--- config.mk ---
export PLATFORM = sky130hd
export DESIGN_NAME = byte_move_unit
export DESIGN_NICKNAME = d
export VERILOG_FILES = /design/src/hw/byte_move_pkg.sv /design/src/hw/move_flag_update.sv /design/src/hw/byte_move_unit.sv
export SDC_FILE = /design/constraint.sdc
export NUM_CORES = 1
export LEC_CHECK = 0
export ABC_CLOCK_PERIOD_IN_PS = 15600
export BUFFER_PORTS_ARGS = -buffer_cell sky130_fd_sc_hd__buf_2
export CELL_PAD_IN_SITES_DETAIL_PLACEMENT = 0
export CELL_PAD_IN_SITES_GLOBAL_PLACEMENT = 1
export CORE_ASPECT_RATIO = 1.75
export CORE_MARGIN = 2
export CORE_UTILIZATION = 30
export CTS_BUF_LIST = sky130_fd_sc_hd__clkbuf_16
export CTS_CLUSTER_DIAMETER = 120
export DETAILED_ROUTE_END_ITERATION = 8
export GPL_ROUTABILITY_DRIVEN = 0
export PLACE_DENSITY = 0.65
export SETUP_SLACK_MARGIN = 0.3
export SLEW_MARGIN = 20
export SYNTH_ARGS = -nofsm -noshare
export SYNTH_HDL_FRONTEND = slang
export SYNTH_SLANG_ARGS = --single-unit
--- constraint.sdc ---
create_clock -name clk -period 15.6 [get_ports clk]
set_clock_uncertainty 0.1 [all_clocks]
set_input_delay 0.78 -clock clk [delete_from_list [all_inputs] [get_ports clk]]
set_output_delay 0.78 -clock clk [all_outputs]
set_load 0.05 [all_outputs]
--- src/hw/byte_move_pkg.sv ---
// constants, register map and types of the byte move execution unit
// assumes a single clock domain and an Avalon-MM master for software access
// Function
// RQ1: eight general registers, each seen as high/low bytes and low/extended words; the unit moves only the high/low byte views
// RQ2: any full 32-bit general register serves as memory address register
// RQ3: condition flags register holds negative, zero, overflow and carry flags
// RQ4: byte moves set N and Z from value, clear V, keep C, H, I
// RQ5: post-increment load reads byte at address, then adds one; 2 bytes, 6 states
// RQ6: 16-bit displacement load adds sign-extended offset; 4 bytes, 6 states
// RQ7: 24-bit displacement load adds offset; 8 bytes, 10 states
// RQ8: negative flag is byte bit 7; zero flag only when all eight bits zero
package byte_move_pkg;

    // ==========================================================
    // register map (byte addresses, one 32-bit word each)
    localparam logic [7:0] OFS_CTRL   = 8'h00;
    localparam logic [7:0] OFS_DISP   = 8'h04;
    localparam logic [7:0] OFS_STATUS = 8'h08;
    localparam logic [7:0] OFS_FLAGS  = 8'h0C;
    localparam logic [7:0] OFS_GPR0   = 8'h10;
    localparam logic [7:0] OFS_GPR7   = 8'h2C;

    // ==========================================================
    // field positions
    localparam int CTRL_OP_LSB   = 0;
    localparam int CTRL_DST_LSB  = 4;
    localparam int CTRL_SRC_LSB  = 8;
    localparam int STAT_CNT_LSB  = 4;
    localparam int STAT_LEN_LSB  = 8;
    localparam int FLAG_I        = 7;
    localparam int FLAG_H        = 5;
    localparam int FLAG_N        = 3;
    localparam int FLAG_Z        = 2;
    localparam int FLAG_V        = 1;
    localparam int FLAG_C        = 0;

    // ==========================================================
    // reset values
    localparam logic [7:0]  FLAGS_RESET = 8'h80;
    localparam logic [31:0] GPR_RESET   = 32'h0000_0000;
    localparam logic [23:0] DISP_RESET  = 24'h00_0000;

    // ==========================================================
    // operations, state counts and lengths in bytes
    typedef enum logic [2:0] {
        OP_IMM     = 3'h0,
        OP_REG     = 3'h1,
        OP_IND     = 3'h2,
        OP_DISP16  = 3'h3,
        OP_DISP24  = 3'h4,
        OP_POSTINC = 3'h5
    } move_op_t;

    localparam logic [3:0] STATES_IMM     = 4'h2;
    localparam logic [3:0] STATES_REG     = 4'h2;
    localparam logic [3:0] STATES_IND     = 4'h4;
    localparam logic [3:0] STATES_DISP16  = 4'h6;
    localparam logic [3:0] STATES_DISP24  = 4'hA;
    localparam logic [3:0] STATES_POSTINC = 4'h6;
    localparam logic [3:0] LEN_SHORT      = 4'h2;
    localparam logic [3:0] LEN_DISP16     = 4'h4;
    localparam logic [3:0] LEN_DISP24     = 4'h8;

    typedef enum logic [1:0] {
        ST_IDLE = 2'b00,
        ST_EXEC = 2'b01
    } exec_state_t;

endpackage

--- src/hw/move_flag_update.sv ---
// flag update of one byte move
// assumes the caller registers the result
`timescale 1ns/1ps
module move_flag_update
    import byte_move_pkg::*;
(
    input  wire logic [7:0] value,
    input  wire logic [7:0] flagsIn,
    output logic      [7:0] flagsOut
);
    always_comb begin
        flagsOut         = flagsIn;             // RQ4
        flagsOut[FLAG_N] = value[7];            // RQ8
        flagsOut[FLAG_Z] = (value == 8'h00);    // RQ8
        flagsOut[FLAG_V] = 1'b0;                // RQ4
    end
endmodule

--- src/hw/byte_move_unit.sv ---
// byte move execution unit with register file and condition flags
// assumes an Avalon-MM master on the same clock and a byte memory that answers on memRdValid
//
// The register addresses and the Avalon-MM register port were chosen for this implementation.
`timescale 1ns/1ps
module byte_move_unit
    import byte_move_pkg::*;
(
    input  wire logic        clk,
    input  wire logic        rst,
    input  wire logic [7:0]  address,
    input  wire logic        read,
    input  wire logic        write,
    input  wire logic [31:0] writedata,
    input  wire logic [3:0]  byteenable,
    output logic      [31:0] readdata,
    output logic             waitrequest,
    output logic      [23:0] memAddr,
    output logic             memRead,
    input  wire logic [7:0]  memRdData,
    input  wire logic        memRdValid,
    output logic             busy
);

    // ==========================================================
    // state
    typedef struct packed {
        logic [7:0][31:0] gpr;
        logic [7:0]       flags;
        logic [23:0]      disp;
        move_op_t         op;
        logic [3:0]       dst;
        logic [3:0]       src;
        exec_state_t      st;
        logic [3:0]       cnt;
        logic [3:0]       states;
        logic [3:0]       len;
        logic [7:0]       data;
        logic             haveData;
        logic [31:0]      rdata;
        logic             waitReq;
        logic [23:0]      memAddr;
        logic             memRead;
        logic             busy;
    } unit_state_t;

    unit_state_t s;
    unit_state_t next_s;
    logic [7:0]  moveByte;
    logic [7:0]  newFlags;

    // ==========================================================
    // helpers
    function automatic logic [31:0] mergeBe(input logic [31:0] old, input logic [31:0] wd,
                                            input logic [3:0] be);
        logic [31:0] r;
        r = old;
        for (int i = 0; i < 4; i++) begin
            if (be[i]) begin
                r[i*8 +: 8] = wd[i*8 +: 8];
            end
        end
        return r;
    endfunction

    // index bit 3 picks the low byte, otherwise the high byte of the low word
    function automatic logic [7:0] getByte(input logic [7:0][31:0] g, input logic [3:0] idx);
        return idx[3] ? g[idx[2:0]][7:0] : g[idx[2:0]][15:8];
    endfunction

    function automatic logic [3:0] statesOf(input move_op_t op);
        unique case (op)
            OP_IMM:     return STATES_IMM;
            OP_REG:     return STATES_REG;
            OP_IND:     return STATES_IND;
            OP_DISP16:  return STATES_DISP16;
            OP_DISP24:  return STATES_DISP24;
            OP_POSTINC: return STATES_POSTINC;
            default:    return 4'h0;
        endcase
    endfunction

    function automatic logic [3:0] lenOf(input move_op_t op);
        unique case (op)
            OP_DISP16: return LEN_DISP16;    // RQ6
            OP_DISP24: return LEN_DISP24;    // RQ7
            default:   return LEN_SHORT;     // RQ5
        endcase
    endfunction

    function automatic logic isLoad(input move_op_t op);
        return (op == OP_IND) || (op == OP_DISP16) || (op == OP_DISP24) || (op == OP_POSTINC);
    endfunction

    // ==========================================================
    // flag unit
    assign moveByte = (s.op == OP_IMM) ? s.disp[7:0]
                    : (s.op == OP_REG) ? getByte(s.gpr, s.src)
                    : s.data;

    move_flag_update flagUnit (
        .value    (moveByte),
        .flagsIn  (s.flags),
        .flagsOut (newFlags)
    );

    // ==========================================================
    // next state
    always_comb begin
        logic        req;
        logic        done;
        logic [31:0] ea;
        logic [31:0] dword;
        move_op_t    wop;
        req     = read || write;
        done    = 1'b0;
        ea      = 32'h0000_0000;
        dword   = 32'h0000_0000;
        wop     = move_op_t'(writedata[CTRL_OP_LSB +: 3]);
        next_s  = s;
        next_s.memRead = 1'b0;

        // the answer comes one cycle after the request is seen, then waitrequest rises again
        next_s.waitReq = !(req && s.waitReq);
        if (read && s.waitReq) begin
            unique case (address)
                OFS_CTRL:   next_s.rdata = {20'h0_0000, s.src, s.dst, 1'b0, s.op};
                OFS_DISP:   next_s.rdata = {8'h00, s.disp};
                OFS_STATUS: next_s.rdata = {20'h0_0000, s.len, s.states, 3'b000,
                                            s.st == ST_EXEC};
                OFS_FLAGS:  next_s.rdata = {24'h00_0000, s.flags};    // RQ3
                default: begin
                    if (address >= OFS_GPR0 && address <= OFS_GPR7 && address[1:0] == 2'b00) begin
                        next_s.rdata = s.gpr[3'(address[4:2] - 3'h4)];    // RQ1
                    end else begin
                        next_s.rdata = 32'h0000_0000;
                    end
                end
            endcase
        end

        // writes land at the edge where waitrequest is seen low; ignored while busy
        // so software cannot race the instruction that owns the registers
        if (write && !s.waitReq && s.st == ST_IDLE) begin
            unique case (address)
                OFS_CTRL: begin
                    if (byteenable[0] && statesOf(wop) != 4'h0) begin
                        next_s.op       = wop;
                        next_s.dst      = writedata[CTRL_DST_LSB +: 4];
                        next_s.src      = writedata[CTRL_SRC_LSB +: 4];
                        next_s.states   = statesOf(wop);
                        next_s.len      = lenOf(wop);
                        next_s.st       = ST_EXEC;
                        next_s.busy     = 1'b1;
                        next_s.cnt      = 4'h1;
                        next_s.haveData = 1'b0;
                        unique case (wop)
                            OP_DISP16: ea = s.gpr[next_s.src[2:0]]
                                          + {{16{s.disp[15]}}, s.disp[15:0]};    // RQ6
                            OP_DISP24: ea = s.gpr[next_s.src[2:0]]
                                          + {{8{s.disp[23]}}, s.disp};           // RQ7
                            default:   ea = s.gpr[next_s.src[2:0]];              // RQ2
                        endcase
                        next_s.memAddr = ea[23:0];
                        next_s.memRead = isLoad(wop);
                    end
                end
                OFS_DISP: begin
                    dword       = mergeBe({8'h00, s.disp}, writedata, byteenable);
                    next_s.disp = dword[23:0];
                end
                OFS_FLAGS: begin
                    if (byteenable[0]) begin
                        next_s.flags = writedata[7:0];
                    end
                end
                OFS_STATUS: begin
                end
                default: begin
                    if (address >= OFS_GPR0 && address <= OFS_GPR7 && address[1:0] == 2'b00) begin
                        next_s.gpr[3'(address[4:2] - 3'h4)] =
                            mergeBe(s.gpr[3'(address[4:2] - 3'h4)], writedata, byteenable);
                    end
                end
            endcase
        end

        // ======================================================
        // execution: one clock per state; a slow memory stretches the last state
        unique case (s.st)
            ST_IDLE: begin
            end
            ST_EXEC: begin
                if (memRdValid && !s.haveData) begin
                    next_s.data     = memRdData;
                    next_s.haveData = 1'b1;
                end
                done = (s.cnt >= s.states) && (!isLoad(s.op) || s.haveData);
                if (s.cnt < s.states) begin
                    next_s.cnt = s.cnt + 4'h1;
                end
                if (done) begin
                    next_s.st = ST_IDLE;
                    next_s.busy = 1'b0;
                    if (s.op == OP_POSTINC) begin
                        next_s.gpr[s.src[2:0]] = s.gpr[s.src[2:0]] + 32'h0000_0001;    // RQ5
                    end
                    // increment first, so a byte loaded into the same register survives
                    if (s.dst[3]) begin
                        next_s.gpr[s.dst[2:0]][7:0] = moveByte;     // RQ1
                    end else begin
                        next_s.gpr[s.dst[2:0]][15:8] = moveByte;    // RQ1
                    end
                    next_s.flags = newFlags;    // RQ4
                end
            end
            default: begin
                next_s.st = ST_IDLE;
                next_s.busy = 1'b0;
            end
        endcase
    end

    // ==========================================================
    // registers
    always_ff @(posedge clk or posedge rst) begin
        if (rst) begin
            s          <= '0;
            s.gpr      <= {8{GPR_RESET}};
            s.flags    <= FLAGS_RESET;
            s.disp     <= DISP_RESET;
            s.waitReq  <= 1'b1;
            s.st       <= ST_IDLE;
            s.op       <= OP_IMM;
        end else begin
            s <= next_s;
        end
    end

    assign readdata    = s.rdata;
    assign waitrequest = s.waitReq;
    assign memAddr     = s.memAddr;
    assign memRead     = s.memRead;
    // own flop rather than a state decode, so the pin never glitches
    assign busy        = s.busy;

endmodule

* Word level (Yosys, flattened, before mapping)
Cells that the tools add are included.
** Word-level totals
- Input bits :: 57
- Output and inout bits :: 59
- Register bits after elaboration :: 381
** Cells by class
- Multiplexer cells :: 75
- Magnitude comparators :: 11
- Reduce and logical (&&, ||, !) cells :: 39
- Add/subtract/negate cells :: 5
- Equality and inequality tests :: 15
** Operator list (number)
- 256-bit two-way mux :: 6
- 256-bit bitwise mux :: 4
- 264-bit two-way mux :: 2
- 32-bit demux with 3-bit select :: 4
- 313-bit two-way mux :: 1
- 32-bit binary-select mux with 3-bit select :: 3
- 8-bit two-way mux :: 25
- 32-bit two-way mux :: 5
- 32-bit one-hot mux with 4 select lines :: 1
- 25-bit two-way mux :: 2
- 24-bit adder :: 2
- 24-bit two-way mux :: 2
- 24-bit one-hot mux with 2 select lines :: 1
- 32-bit by 1-bit adder with 32-bit output (second input constant) :: 1
- 8-bit by 4-bit == test with 1-bit output (second input constant) :: 2
- 8-bit zero test :: 2
- 3-bit by 4-bit less-than comparator with 1-bit output (second input constant) :: 4
- 16-bit two-way mux :: 1
- 4-bit two-way mux :: 4
- 4-bit one-hot mux with 4 select lines :: 1
- 3-bit by 2-bit == test with 1-bit output (second input constant) :: 4
- 3-bit == test (second input constant) :: 4
- 1-bit logical AND :: 12
- 3-bit AND reduction :: 4
- other kinds (24) :: 48

* Longest topological paths before layout
- Word-level depth :: 19
- Depth in mapped cells :: 14
- Mapped depth without buffers :: 12

* Modules after synthesis
Synthesis repeated with hierarchy kept, for this count alone.
** Second synthesis, totals
- Cells, all modules :: 2778
- Area total of the unflattened synthesis :: 27376.3 um2
** By module, submodules not included
- byte_move_unit :: cells an instance 2767, instances 1, area an instance 27301.2 um2
- move_flag_update :: cells an instance 11, instances 1, area an instance 75.1 um2

* Least setup slack after synthesis
Ideal clock, no wire load.
- Kind :: input -> register
- Start :: in writedata[8]
- End :: reg s, in the netlist memAddr[22]
- Slack :: 10.362 ns
- Arrival :: 4.999 ns
- Library setup time :: 0.139 ns
- Stages :: 14
- Buffers on the path :: 2
- Path through :: clkbuf_1 > buf_1 > mux4_2 > mux2_2 > ha_1 > fa_1 > a211oi_1 > o21bai_1 > a2111oi_0 > o211ai_1 > and3_1 > a221oi_1 > xor2_1 > a31oi_1
** On the way
- Word-level cells in the longest chain between the ends :: 4
- Elaborated cells between the ends (all ways) :: 5
- Classes of those cells :: 2 x add/sub; 3 x mux
** RTL lines
- start, declared :: line byte_move_unit.sv:14 : input wire logic [31:0] writedata,
- 32-bit binary-select mux with 3-bit select (*) :: line byte_move_unit.sv:158, byte_move_unit.sv:160, byte_move_unit.sv:162
- 24-bit two-way mux (not written as such) (*) :: line byte_move_unit.sv:158, byte_move_unit.sv:160, byte_move_unit.sv:162
- 24-bit adder, on equally long branches :: line byte_move_unit.sv:161, byte_move_unit.sv:159
- 24-bit one-hot mux with 2 select lines (*) :: line byte_move_unit.sv:157 : unique case (wop)
- end signal, assigned :: line byte_move_unit.sv:236 : s <= next_s;
- end, declared :: line byte_move_unit.sv:47 : unit_state_t s;
Mark *: on every way between the ends. The rest lies on a longest branch, timed or not. The select of a mux whose other input is x is not followed.
A chain may end at the register's enable or synchronous reset.

==> metrics <==
routed via count=24.1k; final hold slack=0.193 ns; fin crit period=5.17 ns; final setup fails=0; Crit. End Element=flip-flop; post-DR wirelength/cell=roughly 30 um; #FFs+latches synth=~380; netlist area before placement=0.0267 sq mm; Root Driver=clkbuf_16; Avg Cell Area, Syn=9.58 sq um; largest net degree at the start of global routing=about 170; syn_nets=2,878; clk buf depth=3; drt first-iter violations=2,333; placed wire-length estimate=about 82,000 um; Post-Route WL=around 120,000 um; Startpoint Class=flip-flop; vias in the first global route=24.1k; core box area=0.0881 sq mm; post-synthesis async set-or-reset flop share=100%; Worst setup endpoint=s[186]$_DFF_PP0_; Synth top area share=35.3%; PostCTS Resize Cnt=0; top-count cell post-synth=nand2_1; first-pass GRT wire length=172,000 um; status=completed; DIE HEIGHT=between 300 and 400 um; IO buf count=approximately 120; CTS tree=yes; fmax=193 MHz; via/cell ratio=6.09; final hold violations=0; setup slack, reg-to-reg=10.43 ns; period utilization=approximately 33%; Critical path origin=s[82]$_DFFE_PP0P_; cell taking the most area after synthesis=dfrtp_1; clk sink count=379; Worst VDD drop=0.0717 mV; CP arrival=between 5 and 6 ns; pwr dens=~80 mW/mm^2; Final nets=2,843; Placement Cell Area=0.0281 sq mm; clk slew on worst S/H paths=around 0.070 ns; pre-CTS setup slack=~10 ns; Hold Buf Count CTS=0; Detail Route Antenna Nets=0; number of remaining DRC errors=0; Starting Density=30.3%; CTS H-tree depth=2; worst flop-to-flop path startpoint=s[82]$_DFFE_PP0P_; setup ws final=10.43 ns; ys flop type=dfrtp_1; Clock Latency Late Sink=0.63 ns; post-CTS setup buffer count=0; all-layer global routing usage=about a quarter; die area=0.0916 sq mm; worst hold path class=in2async; final non-filler cell total=3,963; Reg2Reg Depth=10; worst-path fanout max=30; Seq/Total Area, Yosys=between 30% and 40%; first-pass iteration count of the detailed router=6; row count=144; Yosys warning count=0; RSZ-0062 raised after global routing=false; finished layout cell area=0.0296 sq mm; top cells by area, synth=dfrtp_1 35%, mux4_2 13%, mux2_2 7.2%; Slew HR=15.3%; # placed instances=3,879; area grow syn2layout=10.6%; setup TNS after final layout=0 ns; die width=230 um; Leakage Power=12.3 nW; worst-margin pin slew=1.27 ns; R2R Path End=s[186]$_DFF_PP0_; EDFF count, synth=0; Synth top cells by count=401 x nand2_1, 377 x dfrtp_1, 209 x nor2_1; max-cap viol count=0; CTS buffer count=44; initial antenna violation count=3; Post-Synthesis Cells=2,792; WS Path Type=reg2reg; fin. max-slew vios=0; layout cells sized above 1=about 22%; GRT overflow=0; top-level I/O count=116; Synth cell types=84; CP required=15.98 ns
==> per-stage QoR <==
step	total power [mW]	utilization, %
2_1_floorplan	1.21	-
3_3_place_gp	1.31	31.9
3_5_place_dp	1.31	31.9
4_1_cts	2.38	33.6
5_1_grt	2.44	33.6
6_report	2.37	33.6
==> worst max-delay path: stages, from the launching register on <==
cell and delay (ns):
dfrtp_4 0.60, buf_4 0.45, buf_4 0.68, mux4_2 0.37, nand2_1 0.13, o22ai_1 0.32
nand3_1 0.35, nor4_4 0.68, or4b_1 0.54, xor2_1 0.54, o21ai_0 0.19
==> cell type report <==
| class | count | area [sq um] |
|---|---|---|
| diodes | 2 | 5.00 |
| clock buffers | 46 | 1150 |
| clock inverters | 36 | 270 |
| fillers | 9067 | 58500 |
| inverters | 17 | 71.3 |
| multi-input cells | 2130 | 16000 |
| flip-flops and latches | 379 | 9500 |
| well taps | 1168 | 1460 |
| repair buffers | 185 | 1120 |
==> routing by layer <==
metal  vias to the layer above  track usage (%)  wire length, um
met4                         4             21.8            11600
li1                      10300                -                -
met1                     12100             27.8            41100
met5                         -                0               30
met2                      1247             43.6            57800
met3                       454             3.87             7680
==> state kept, by name (all words and copies together), names as in the netlist <==
register     flops
memRead          1
memAddr         24
waitrequest      1
s              320
readdata        32
busy             1
==> cell families after synthesis <==
kind of cell | after synthesis | share of synthesized area (%)
other | 1 | 0.0140
multiplexers | 409 | 23.2
AND/OR/NAND/NOR | 851 | 14.4
buffers and inverters | 283 | 5.09
adder cells (fa/ha/maj) | 29 | 1.39
AO/OA/AOI/OAI | 791 | 18.7
flip-flops | 379 | 35.5
XOR/XNOR | 49 | 1.69
==> cell usage in the layout, fill, tap and decap left out, drive strengths merged, types with 61 or more instances in the layout <==
cell,Yosys,final
a211oi,61,61
a21oi,208,208
a22oi,96,96
buf,110,185
dfrtp,377,377
mux2,172,172
mux2i,85,85
mux4,152,152
nand2,401,401
nor2,210,210
o21ai,188,188
o22ai,67,67
==> where the power goes <==
part / total, mW / internal (mW) / switching, mW
combinational: 0.273 / 0.0926 / 0.180
clock: 1.08 / 0.599 / 0.478
sequential: 1.02 / 0.999 / 0.0195
total: 2.37 / 1.69 / 0.677
==> how the worst min path moves through the flow <==
stage,slack [ns],cells after the start,to
after floorplan,0.35,2,s[71]$_DFFE_PP0P_
after global placement,0.36,2,readdata[16]$_DFFE_PP0P_
after detailed placement,0.37,2,readdata[6]$_DFFE_PP0P_
after CTS,0.22,2,waitrequest$_DFF_PP1_
after global routing,0.23,2,s[191]$_DFF_PP0_
final,0.19,2,s[191]$_DFF_PP0_
Note: power is estimated with default switching activity, not from simulation.
